File: src/hw/sasc_map.vh
/*
 register offsets, field positions, scan modes and reset values
 for the converter scan control block; included by the design file.
*/
`ifndef SASC_MAP_VH
`define SASC_MAP_VH
// register word addresses (8-bit address bus)
`define SASC_ADDR_PATTERN_BASE 8'h00
`define SASC_ADDR_PATTERN_LAST 8'h0F
`define SASC_ADDR_SCAN_CTRL    8'h10
`define SASC_ADDR_SCAN_LEN     8'h11
`define SASC_ADDR_SCAN_STATUS  8'h12
`define SASC_ADDR_LP_CTRL      8'h13
`define SASC_ADDR_LP_RESULT1   8'h14
`define SASC_ADDR_LP_RESULT2   8'h15
`define SASC_ADDR_LP_STATUS    8'h16
// scan control fields
`define SASC_CTRL_START_BIT    0
`define SASC_CTRL_MODE_LSB     1
`define SASC_CTRL_SEL2_BIT     3
`define SASC_CTRL_ROUTE_BIT    4
`define SASC_CTRL_WSTRIG_BIT   5
`define SASC_CTRL_STOP_BIT     6
// scan modes
`define SASC_MODE_SINGLE       2'h0
`define SASC_MODE_DOUBLE       2'h1
`define SASC_MODE_ALTERNATE    2'h2
// pattern entry fields
`define SASC_PAT_CH_MSB        7
`define SASC_PAT_CH_LSB        4
`define SASC_PAT_RES_MSB       3
`define SASC_PAT_RES_LSB       2
`define SASC_PAT_ATT_MSB       1
`define SASC_PAT_ATT_LSB       0
// low-power control fields
`define SASC_LP_START1_BIT     0
`define SASC_LP_START2_BIT     1
// reset values
`define SASC_PATTERN_RESET     8'h00
`define SASC_LEN_RESET         4'hF
`endif

File: src/hw/sasc_scan_control.v
/*
 converter scan control: two low-power single-shot controllers and a
 pattern-driven fast scan controller with 16-bit result words.
 assumes the analog converters answer a start pulse with a done pulse
 and result, and that serial-audio word select comes from a pin.
*/
// Function
// low-power start begins one conversion
// low-power result readable in result register
// low-power side never scans on its own
// coprocessor issues starts in deep sleep
// sixteen entries of channel, resolution, scaling
// entries applied in order, wrap after length
// entry is 4-bit channel, 2+2 codes
// single mode uses only one converter
// double mode drives both converters together
// alternate mode switches converters in turn
// single word: channel tag over 12 bits
// dual word: converter bit, tag, 11 bits
// result limited to 12 or 11 bits
// scan started by software or serial audio
// interrupt raised when scan finishes
// word select triggers measurement when routed
// data line flags result ready
// serial path connected only while routing set
// no single-conversion start on fast side
// entry packed channel, resolution, scaling
// one word per conversion in entry order
`include "sasc_map.vh"
`timescale 1ns/1ps
`default_nettype none
module sasc_scan_control
#(
   parameter DEPTH = 16                    // pattern entries
)
(
   input  wire        sys_clk,
   input  wire        rst,
   input  wire [7:0]  regAddr,
   input  wire [15:0] regWdata,
   input  wire        regWr,
   input  wire        regRd,
   output reg  [15:0] regRdata_q,
   input  wire        coprocStart1,
   input  wire        coprocStart2,
   output reg         lpConvStart1_q,
   output reg         lpConvStart2_q,
   input  wire        lpConvDone1,
   input  wire        lpConvDone2,
   input  wire [11:0] lpConvData1,
   input  wire [11:0] lpConvData2,
   output reg         fastConvStart1_q,
   output reg         fastConvStart2_q,
   output reg  [3:0]  fastChannelPick_q,
   output reg  [1:0]  fastResolution_q,
   output reg  [1:0]  fastScaling_q,
   input  wire        fastConvDone1,
   input  wire        fastConvDone2,
   input  wire [11:0] fastConvData1,
   input  wire [11:0] fastConvData2,
   input  wire        serialWordSelect,
   output reg         serialDataReady_q,
   output reg  [15:0] dmaWord_q,
   output reg         dmaValid_q,
   output reg         scanDoneIrq_q
);

   // scan states, one-hot
   localparam [3:0] ST_IDLE = 4'h1;
   localparam [3:0] ST_ISSUE = 4'h2;
   localparam [3:0] ST_WAIT = 4'h4;
   localparam [3:0] ST_EMIT = 4'h8;

   reg  [7:0]  patternMem_q [0:DEPTH-1];   // pattern table storage
   reg  [3:0]  scanState_q;                // scan sequencer state
   reg  [3:0]  entryIdx_q;                 // current entry
   reg  [3:0]  scanLen_q;                  // last entry index
   reg  [1:0]  scanMode_q;                 // mode select
   reg         singleSel2_q;               // single mode converter pick
   reg         routeSerial_q;              // route results to serial audio
   reg         wsTrigEn_q;                 // word select trigger enable
   reg         continuous_q;               // wrap and repeat until stop
   reg         altTurn_q;                  // alternate converter turn
   reg         wait1_q;                    // awaiting converter one
   reg         wait2_q;                    // awaiting converter two
   reg  [11:0] res1_q;                     // captured result one
   reg  [11:0] res2_q;                     // captured result two
   reg         emit2_q;                    // second word pending
   reg         scanDoneSticky_q;           // finished flag
   reg  [11:0] lpResult1_q;                // low-power result one
   reg  [11:0] lpResult2_q;                // low-power result two
   reg         lpBusy1_q;                  // low-power busy one
   reg         lpBusy2_q;                  // low-power busy two
   reg         wsSync1_q;                  // word select sync stage one
   reg         wsSync2_q;                  // word select sync stage two
   reg         wsPrev_q;                   // word select edge memory
   wire        wsEdge;                     // word select rising edge
   wire        swStart;                    // software scan start
   wire        startScan;                  // any scan start
   wire [7:0]  curEntry;                   // current pattern entry
   integer     i;                          // reset loop index

   // pack a result word for the given mode
   function [15:0] packWord;
      input [1:0]  mode;
      input        conv2;
      input [3:0]  ch;
      input [11:0] data;
      begin
         if (mode == `SASC_MODE_SINGLE)
            packWord = {ch, data};
         else
            packWord = {conv2, ch, data[11:1]};
      end
   endfunction

   assign wsEdge    = wsSync2_q & ~wsPrev_q;
   assign swStart   = regWr && (regAddr == `SASC_ADDR_SCAN_CTRL)
                      && regWdata[`SASC_CTRL_START_BIT];
   // word select only counts while routed to the serial path
   assign startScan = swStart || (wsEdge && wsTrigEn_q && routeSerial_q);
   assign curEntry  = patternMem_q[entryIdx_q];

   // word select synchroniser
   always @(posedge sys_clk or posedge rst)
   begin
      if (rst)
      begin
         wsSync1_q <= 1'b0;
         wsSync2_q <= 1'b0;
         wsPrev_q  <= 1'b0;
      end
      else
      begin
         wsSync1_q <= serialWordSelect;
         wsSync2_q <= wsSync1_q;
         wsPrev_q  <= wsSync2_q;
      end
   end

   // register writes and configuration
   always @(posedge sys_clk or posedge rst)
   begin
      if (rst)
      begin
         for (i = 0; i < DEPTH; i = i + 1)
            patternMem_q[i] <= `SASC_PATTERN_RESET;
         scanLen_q     <= `SASC_LEN_RESET;
         scanMode_q    <= `SASC_MODE_SINGLE;
         singleSel2_q  <= 1'b0;
         routeSerial_q <= 1'b0;
         wsTrigEn_q    <= 1'b0;
      end
      else if (regWr)
      begin
         if (regAddr <= `SASC_ADDR_PATTERN_LAST)
            patternMem_q[regAddr[3:0]] <= regWdata[7:0];
         else if (regAddr == `SASC_ADDR_SCAN_CTRL)
         begin
            scanMode_q    <= regWdata[`SASC_CTRL_MODE_LSB+1:`SASC_CTRL_MODE_LSB];
            singleSel2_q  <= regWdata[`SASC_CTRL_SEL2_BIT];
            routeSerial_q <= regWdata[`SASC_CTRL_ROUTE_BIT];
            wsTrigEn_q    <= regWdata[`SASC_CTRL_WSTRIG_BIT];
         end
         else if (regAddr == `SASC_ADDR_SCAN_LEN)
            scanLen_q <= regWdata[3:0];
      end
   end

   // low-power single-shot controllers; no sequencing of their own
   always @(posedge sys_clk or posedge rst)
   begin
      if (rst)
      begin
         lpConvStart1_q <= 1'b0;
         lpConvStart2_q <= 1'b0;
         lpBusy1_q      <= 1'b0;
         lpBusy2_q      <= 1'b0;
         lpResult1_q    <= 12'h000;
         lpResult2_q    <= 12'h000;
      end
      else
      begin
         // start pulse from software or coprocessor
         lpConvStart1_q <= ~lpBusy1_q & (coprocStart1 | (regWr &&
            regAddr == `SASC_ADDR_LP_CTRL && regWdata[`SASC_LP_START1_BIT]));
         lpConvStart2_q <= ~lpBusy2_q & (coprocStart2 | (regWr &&
            regAddr == `SASC_ADDR_LP_CTRL && regWdata[`SASC_LP_START2_BIT]));
         if (lpConvStart1_q)
            lpBusy1_q <= 1'b1;
         else if (lpConvDone1)
            lpBusy1_q <= 1'b0;
         if (lpConvStart2_q)
            lpBusy2_q <= 1'b1;
         else if (lpConvDone2)
            lpBusy2_q <= 1'b0;
         if (lpConvDone1)
            lpResult1_q <= lpConvData1;
         if (lpConvDone2)
            lpResult2_q <= lpConvData2;
      end
   end

   // fast scan sequencer; only whole scans can be started
   always @(posedge sys_clk or posedge rst)
   begin
      if (rst)
      begin
         scanState_q       <= ST_IDLE;
         entryIdx_q        <= 4'h0;
         continuous_q      <= 1'b0;
         altTurn_q         <= 1'b0;
         wait1_q           <= 1'b0;
         wait2_q           <= 1'b0;
         res1_q            <= 12'h000;
         res2_q            <= 12'h000;
         emit2_q           <= 1'b0;
         fastConvStart1_q  <= 1'b0;
         fastConvStart2_q  <= 1'b0;
         fastChannelPick_q <= 4'h0;
         fastResolution_q  <= 2'h0;
         fastScaling_q     <= 2'h0;
         dmaWord_q         <= 16'h0000;
         dmaValid_q        <= 1'b0;
         serialDataReady_q <= 1'b0;
         scanDoneIrq_q     <= 1'b0;
         scanDoneSticky_q  <= 1'b0;
      end
      else
      begin
         fastConvStart1_q  <= 1'b0;
         fastConvStart2_q  <= 1'b0;
         dmaValid_q        <= 1'b0;
         serialDataReady_q <= 1'b0;
         scanDoneIrq_q     <= 1'b0;
         // done flag: set wins over clear on status read
         if (regRd && regAddr == `SASC_ADDR_SCAN_STATUS)
            scanDoneSticky_q <= 1'b0;
         if (regWr && regAddr == `SASC_ADDR_SCAN_CTRL
             && regWdata[`SASC_CTRL_STOP_BIT])
            continuous_q <= 1'b0;
         case (scanState_q)
            ST_IDLE:
            begin
               if (startScan)
               begin
                  entryIdx_q   <= 4'h0;
                  altTurn_q    <= 1'b0;
                  continuous_q <= 1'b0;
                  scanState_q  <= ST_ISSUE;
               end
            end
            ST_ISSUE:
            begin
               // apply current entry to the converters
               fastChannelPick_q <= curEntry[`SASC_PAT_CH_MSB:`SASC_PAT_CH_LSB];
               fastResolution_q  <= curEntry[`SASC_PAT_RES_MSB:`SASC_PAT_RES_LSB];
               fastScaling_q     <= curEntry[`SASC_PAT_ATT_MSB:`SASC_PAT_ATT_LSB];
               if (scanMode_q == `SASC_MODE_DOUBLE)
               begin
                  fastConvStart1_q <= 1'b1;
                  fastConvStart2_q <= 1'b1;
                  wait1_q <= 1'b1;
                  wait2_q <= 1'b1;
               end
               else if (scanMode_q == `SASC_MODE_ALTERNATE)
               begin
                  fastConvStart1_q <= ~altTurn_q;
                  fastConvStart2_q <= altTurn_q;
                  wait1_q <= ~altTurn_q;
                  wait2_q <= altTurn_q;
               end
               else
               begin
                  fastConvStart1_q <= ~singleSel2_q;
                  fastConvStart2_q <= singleSel2_q;
                  wait1_q <= ~singleSel2_q;
                  wait2_q <= singleSel2_q;
               end
               scanState_q <= ST_WAIT;
            end
            ST_WAIT:
            begin
               if (fastConvDone1)
               begin
                  res1_q  <= fastConvData1;
                  wait1_q <= 1'b0;
               end
               if (fastConvDone2)
               begin
                  res2_q  <= fastConvData2;
                  wait2_q <= 1'b0;
               end
               if ((wait1_q & ~fastConvDone1) == 1'b0 &&
                   (wait2_q & ~fastConvDone2) == 1'b0)
               begin
                  emit2_q     <= 1'b0;
                  scanState_q <= ST_EMIT;
               end
            end
            ST_EMIT:
            begin
               // one word per conversion, converter one first
               dmaValid_q        <= 1'b1;
               serialDataReady_q <= routeSerial_q;
               if (scanMode_q == `SASC_MODE_DOUBLE && !emit2_q)
               begin
                  dmaWord_q <= packWord(scanMode_q, 1'b0, fastChannelPick_q, res1_q);
                  emit2_q   <= 1'b1;
               end
               else
               begin
                  if (scanMode_q == `SASC_MODE_DOUBLE)
                     dmaWord_q <= packWord(scanMode_q, 1'b1, fastChannelPick_q, res2_q);
                  else if (scanMode_q == `SASC_MODE_ALTERNATE)
                     dmaWord_q <= packWord(scanMode_q, altTurn_q, fastChannelPick_q,
                                           altTurn_q ? res2_q : res1_q);
                  else
                     dmaWord_q <= packWord(scanMode_q, singleSel2_q, fastChannelPick_q,
                                           singleSel2_q ? res2_q : res1_q);
                  altTurn_q <= ~altTurn_q;
                  if (entryIdx_q == scanLen_q)
                  begin
                     entryIdx_q       <= 4'h0;
                     scanDoneIrq_q    <= 1'b1;
                     scanDoneSticky_q <= 1'b1;
                     scanState_q      <= continuous_q ? ST_ISSUE : ST_IDLE;
                  end
                  else
                  begin
                     entryIdx_q  <= entryIdx_q + 4'h1;
                     scanState_q <= ST_ISSUE;
                  end
               end
            end
            default:
               scanState_q <= ST_IDLE;
         endcase
         // continuous repeat requested with the start
         if (scanState_q == ST_IDLE && swStart && regWdata[`SASC_CTRL_STOP_BIT] == 1'b0
             && regWdata[7])
            continuous_q <= 1'b1;
      end
   end

   // register read mux; data valid the cycle after the strobe
   always @(posedge sys_clk or posedge rst)
   begin
      if (rst)
         regRdata_q <= 16'h0000;
      else if (regRd)
      begin
         if (regAddr <= `SASC_ADDR_PATTERN_LAST)
            regRdata_q <= {8'h00, patternMem_q[regAddr[3:0]]};
         else if (regAddr == `SASC_ADDR_SCAN_CTRL)
            regRdata_q <= {10'h000, wsTrigEn_q, routeSerial_q, singleSel2_q,
                           scanMode_q, 1'b0};
         else if (regAddr == `SASC_ADDR_SCAN_LEN)
            regRdata_q <= {12'h000, scanLen_q};
         else if (regAddr == `SASC_ADDR_SCAN_STATUS)
            regRdata_q <= {7'h00, entryIdx_q, continuous_q, scanState_q[0] ? 1'b0 : 1'b1,
                           2'h0, scanDoneSticky_q | scanDoneIrq_q};
         else if (regAddr == `SASC_ADDR_LP_RESULT1)
            regRdata_q <= {4'h0, lpResult1_q};
         else if (regAddr == `SASC_ADDR_LP_RESULT2)
            regRdata_q <= {4'h0, lpResult2_q};
         else if (regAddr == `SASC_ADDR_LP_STATUS)
            regRdata_q <= {14'h0000, lpBusy2_q, lpBusy1_q};
         else
            regRdata_q <= 16'h0000;
      end
      else
         regRdata_q <= 16'h0000;
   end

endmodule // sasc_scan_control
`default_nettype wire

File: config.mk
export PLATFORM = sky130hd
export DESIGN_NAME = sasc_scan_control
export DESIGN_NICKNAME = d
export VERILOG_FILES = /design/src/hw/sasc_scan_control.v
export VERILOG_INCLUDE_DIRS = /design/src /design/src/hw
export SDC_FILE = /design/constraint.sdc
export NUM_CORES = 1
export LEC_CHECK = 0
export ABC_AREA = 1
export BUFFER_PORTS_ARGS = -buffer_cell sky130_fd_sc_hd__buf_2
export CAP_MARGIN = 30
export CORE_UTILIZATION = 54
export DETAILED_ROUTE_END_ITERATION = 8
export GPL_TIMING_DRIVEN = 0
export HOLD_SLACK_MARGIN = 0.15
export PLACE_DENSITY = 0.83
export SLEW_MARGIN = 20
export SYNTH_ARGS = -nofsm -noshare
export SYNTH_HDL_FRONTEND = slang
export SYNTH_SLANG_ARGS = --single-unit
File: constraint.sdc
create_clock -name sys_clk -period 8.7 [get_ports sys_clk]
set_input_delay 1.74 -clock sys_clk [delete_from_list [all_inputs] [get_ports sys_clk]]
set_output_delay 1.74 -clock sys_clk [all_outputs]
set_load 0.005 [all_outputs]
# After elaboration in Yosys (flattened, before gate mapping)
# Index checks and enable logic that the tools add are counted.
# classes
addsub,1
multipliers,0
div_mod_pow,0
order_cmp,4
eq_ne,20
n_shift,0
muxes,70
bitwise_logic,22
n_reduce_logical,33
# op_table
cell,count
$bwmux W128,1
$mux W16,8
$mux W12,8
$bmux W8 S4,2
$eq A8 B5 Y1 const B,7
$mux W8,5
$demux W8 S4,1
$mux W1,30
$mux W4,6
$pmux W4 S4,1
$logic_and A1 B1 Y1,15
$ne A2 B2 Y1 const B,6
$not A1 Y1,12
$reduce_and A3 Y1,4
$ge A5 B5 Y1 const B,2
$not A4 Y5,2
$reduce_and A2 Y1,5
$reduce_bool A2 Y1,5
$le A8 B4 Y1 const B,1
$pmux W1 S2,4
$pmux W4 S2,1
$mux W2,3
$and A1 B1 Y1,5
$lt A5 B1 Y1 const B,1
other kinds (13),15
# word_totals
ff_bits,251
latchBits,0
ramBits,0
mem_bits_ro,0
inputBits,83
output_inout_bits,47
wordCells,200
n_memories,0

# Depth between registers and ports, before layout
# depth
depth_word,9
depth_mapped,12
depth_no_buf,10

# Worst setup path before layout
# Ideal clock, no wire load.
# synth_path
path_type,input-to-reg
start,input regAddr[7]
end,register patternMem_q[1] (netlist bit)
arrival_ns,2.746
required_ns,8.565
path_slack_ns,5.820
cell_stages,9
path_buffers,1
cell_sequence,nor2_1 > nand2_1 > nor2_4 > inv_2 > nor2_4 > inv_2 > nor2_4 > buf_4 > a21oi_1
# synth_between
elab_chain_len,2
# synth_rtl
item,line_no,source
"start, declared",sasc_scan_control.v:39,"input wire [7:0] regAddr,"
$le A8 B4 Y1 (no source line),--,
$reduce_and A2 Y1 (no source line),--,
"end signal, assigned by index",sasc_scan_control.v:147,patternMem_q[i] <= `SASC_PATTERN_RESET;
"end signal, assigned by index",sasc_scan_control.v:157,patternMem_q[regAddr[3:0]] <= regWdata[7:0];
"end, declared",sasc_scan_control.v:74,reg [7:0] patternMem_q [0:DEPTH-1];
# No other way between the ends.
# A chain may end at the register's enable or synchronous reset.

# Final worst setup path
# layout_path
start,input regAddr[0]
end,register regRdata_q[6]
# layout_between
elab_chain_len,8
word_cells_on_any_way,17
# layout_rtl
item,line_no,source
$eq A8 B5 Y1 (no source line),--,
$mux W12,sasc_scan_control.v:365,else if (regAddr == `SASC_ADDR_LP_RESULT2)
$mux W12,sasc_scan_control.v:363,else if (regAddr == `SASC_ADDR_LP_RESULT1)
$mux W12,sasc_scan_control.v:360,else if (regAddr == `SASC_ADDR_SCAN_STATUS)
$mux W12,sasc_scan_control.v:358,else if (regAddr == `SASC_ADDR_SCAN_LEN)
$mux W12,sasc_scan_control.v:355,else if (regAddr == `SASC_ADDR_SCAN_CTRL)
$mux W12 (*),sasc_scan_control.v:353,if (regAddr <= `SASC_ADDR_PATTERN_LAST)
$mux W16 (*),sasc_scan_control.v:351,else if (regRd)
"end signal, assigned",sasc_scan_control.v:354,"regRdata_q <= {8'h00, patternMem_q[regAddr[3:0]]};"
"end signal, assigned",sasc_scan_control.v:356,"regRdata_q <= {10'h000, wsTrigEn_q, routeSerial_q, singleSel2_q,"
"end signal, assigned",sasc_scan_control.v:359,"regRdata_q <= {12'h000, scanLen_q};"
"end, declared",sasc_scan_control.v:43,"output reg [15:0] regRdata_q,"
# Every way passes the cells marked *; elsewhere a longest branch is shown, timed or not. The select of a mux whose other input is x is not followed.

==> impl_metrics.env <==
export IMPL_outcome="completed"
export IMPL_tightest_slew_ns=0.973
export IMPL_cap_violations=0
export IMPL_wl_per_cell_microns=21.1
export IMPL_clockBufferDepth=3
export IMPL_yosysTopAreaCellShare=0.479
export IMPL_rsz0062_at_grt="false"
export IMPL_diodes=0
export IMPL_cts_buffers=26
export IMPL_final_cell_area_sq_mm=0.0145
export IMPL_path_clk_slew_ns=0.06
export IMPL_ctsResizeCount=0
export IMPL_die_w_microns=155
export IMPL_async_flop_share=1.00
export IMPL_path_max_fanout=10
export IMPL_clkLatencyLatePin_ns=0.54
export IMPL_skew_ns=0.0136
export IMPL_cts_tree="yes"
export IMPL_max_slew_margin=0.351
export IMPL_viasPerCell=5.91
export IMPL_netlist_instances=1619
export IMPL_vdd_ir_drop_max_mv=0.178
export IMPL_cp_data_required_time_ns=9.11
export IMPL_ys_seq_area_frac=0.489
export IMPL_antenna_found_initial=0
export IMPL_grt_pass1_wl_mm=67.5
export IMPL_grt_pass1_vias=11900
export IMPL_hold_path_class="reg -> reg"
export IMPL_path_class="in -> reg"
export IMPL_crit_path_top_delay_cell="buf_2"
export IMPL_netlist_area_sq_mm=0.0127
export IMPL_hold_buffers=0
export IMPL_first_iter_violations=1587
export IMPL_place_hpwl_mm=32.1
export IMPL_ys_ff_latch=247
export IMPL_yosysTopAreaCell="dfrtp_1"
export IMPL_ctsHtreeMaxLevel=1
export IMPL_num_rows=55
export IMPL_die_h_microns=155
export IMPL_synth_ff_type="dfrtp_1"
export IMPL_cpMostUsedCell="nor2_1"
export IMPL_area_growth_synth_to_final_pct=14.9
export IMPL_arrival_ns=3.57
export IMPL_clock_fmax_ghz=0.316
export IMPL_ys_types=42
export IMPL_syn_avg_cell_area_sq_um=7.81
export IMPL_crit_path_start_kind="primary input"
export IMPL_cellLeakagePower_nw=7.12
export IMPL_min_period_ns=3.16
export IMPL_setup_violations=0
export IMPL_pin_count=130
export IMPL_dpl_worst_slack_ns=5.11
export IMPL_place_gp_congestion=1.04
export IMPL_slew_violations=0
export IMPL_vias=12400
export IMPL_final_nets=1849
export IMPL_synth_most_common_cell="nand2_1"
export IMPL_hold_viol_final=0
export IMPL_max_stage_delay_ns=0.46
export IMPL_yosys_top_cells_count="nand2_1 (365), dfrtp_1 (242), o21ai_0 (210)"
export IMPL_drc=0
export IMPL_start_util=0.555
export IMPL_ys_warnings_count=0
export IMPL_ant_nets=0
export IMPL_setup_slack_ns=5.54
export IMPL_clkSinkCount=247
export IMPL_synth_edf_count=0
export IMPL_drt_total_wl_mm=44.3
export IMPL_grt_max_degree=98
export IMPL_grt_usage=0.374
export IMPL_postCtsSetupBuffers=0
export IMPL_overflow=0
export IMPL_cts_root_buf="clkbuf_16"
export IMPL_end_kind="flip-flop"
export IMPL_cellPowerDensity_mw_per_mm2=226
export IMPL_drt_first_pass_iters=8
export IMPL_drive_gt1_frac=0.149
export IMPL_placed_cell_area_sq_mm=0.0137
export IMPL_period_share=0.364
export IMPL_dieArea_sq_mm=0.0240
export IMPL_crit_chain="buf_4 > nor2_4 > buf_2 > nand2_1 > nand4_1 > nand2_1 > nand3_1 > nor2_1 > nor2_1 > nor2_1"
export IMPL_synth_area_leaders="dfrtp_1 (48%), nand2_1 (11%), o21ai_0 (8.3%)"
export IMPL_core_area_sq_mm=0.0228
export IMPL_place_port_buffers=113
## final timing paths
path | start | end | slack (ns) | cells past startpoint
worst max-delay path | regAddr[0] | regRdata_q[6] | 5.54 | 10
worst min register to register | wsSync1_q | wsSync2_q | 0.35 | 0
max in group asynchronous | rst | wsPrev_q | 6.20 | 4
worst min-delay path | wsSync1_q | wsSync2_q | 0.35 | 0
min in group asynchronous | rst | patternMem_q[2] | 1.28 | 2
worst max register to register | entryIdx_q[1] | fastResolution_q[0] | 6.32 | 8
## per-layer routing
metal,part of all wire,global-route usage,up-vias,wire [microns]
met2,0.45,0.581,776,19800
met3,0.11,0.0716,139,4810
met4,0.049,0.171,0,2160
li1,-,-,5602,-
met5,0,0,-,0
met1,0.40,0.508,5874,17600
## layout make-up
type / count / area (sq um)
flip-flops and latches: 247 / 6190
clock buffers: 40 / 764
fillers: 1993 / 8240
plain buffers: 87 / 423
well taps: 313 / 392
inverters: 153 / 584
multi-input cells: 1135 / 5480
repair buffers: 115 / 621
clock inverters: 7 / 87.6
## cell families (layout without fill, tap and decap cells)
| group | count (synthesis) | after routing | share of synthesized area |
|---|---|---|---|
| simple gates | 654 | 654 | 0.221 |
| compound gates | 452 | 452 | 0.190 |
| flops | 247 | 247 | 0.489 |
| buf+inv | 240 | 402 | 0.0790 |
| mux | 19 | 19 | 0.0169 |
| xor+xnor | 5 | 5 | 0.00346 |
| fa+ha+maj | 1 | 1 | 0.000989 |
| other cells | 1 | 4 | 0.000296 |
## per-stage QoR
stage | setup TNS [ns] | instances | util | total power [W] | hold WS (ns)
after floorplan | 0 | 1622 | - | 0.00186 | 0.331
after global placement | -529.53 | 2048 | 0.598 | 0.00212 | 0.338
after detailed placement | 0 | 2050 | 0.601 | 0.00215 | 0.337
after CTS | 0 | 2097 | 0.638 | 0.00326 | 0.359
after global routing | 0 | 2097 | 0.638 | 0.00341 | 0.363
final | 0 | 2097 | 0.638 | 0.00328 | 0.354
## state kept, by name, summed over array words and instances, names as in the netlist, 4 cells and up
name,flops
patternMem_q,128
dmaWord_q,16
lpResult1_q,12
lpResult2_q,12
regRdata_q,12
res1_q,12
res2_q,12
entryIdx_q,4
fastChannelPick_q,4
scanLen_q,4
scanState_q,4
## worst max-delay path, delay by kind of cell
family | cells | cell delay, ns
buffers and inverters | 2 | 0.64
AND/OR/NAND/NOR | 8 | 1.19
## report_power, final
part           total [W]  switching [W]  internal (W)
Clock            0.00112       0.000460      0.000661
Combinational   0.000739       0.000499      0.000240
Sequential       0.00142       0.000108       0.00131
## placed cells by master (no fill, tap or decap), types with 19 or more instances in the layout
| cell | n |
|---|---|
| a21oi_1 | 153 |
| buf_2 | 136 |
| clkbuf_1 | 49 |
| clkbuf_16 | 27 |
| dfrtp_1 | 242 |
| inv_1 | 138 |
| mux2_2 | 19 |
| nand2_1 | 365 |
| nand3_1 | 67 |
| nor2_1 | 178 |
| o211ai_1 | 34 |
| o21ai_0 | 210 |
| o21ai_1 | 28 |
Note: power is estimated with default switching activity, not from simulation.
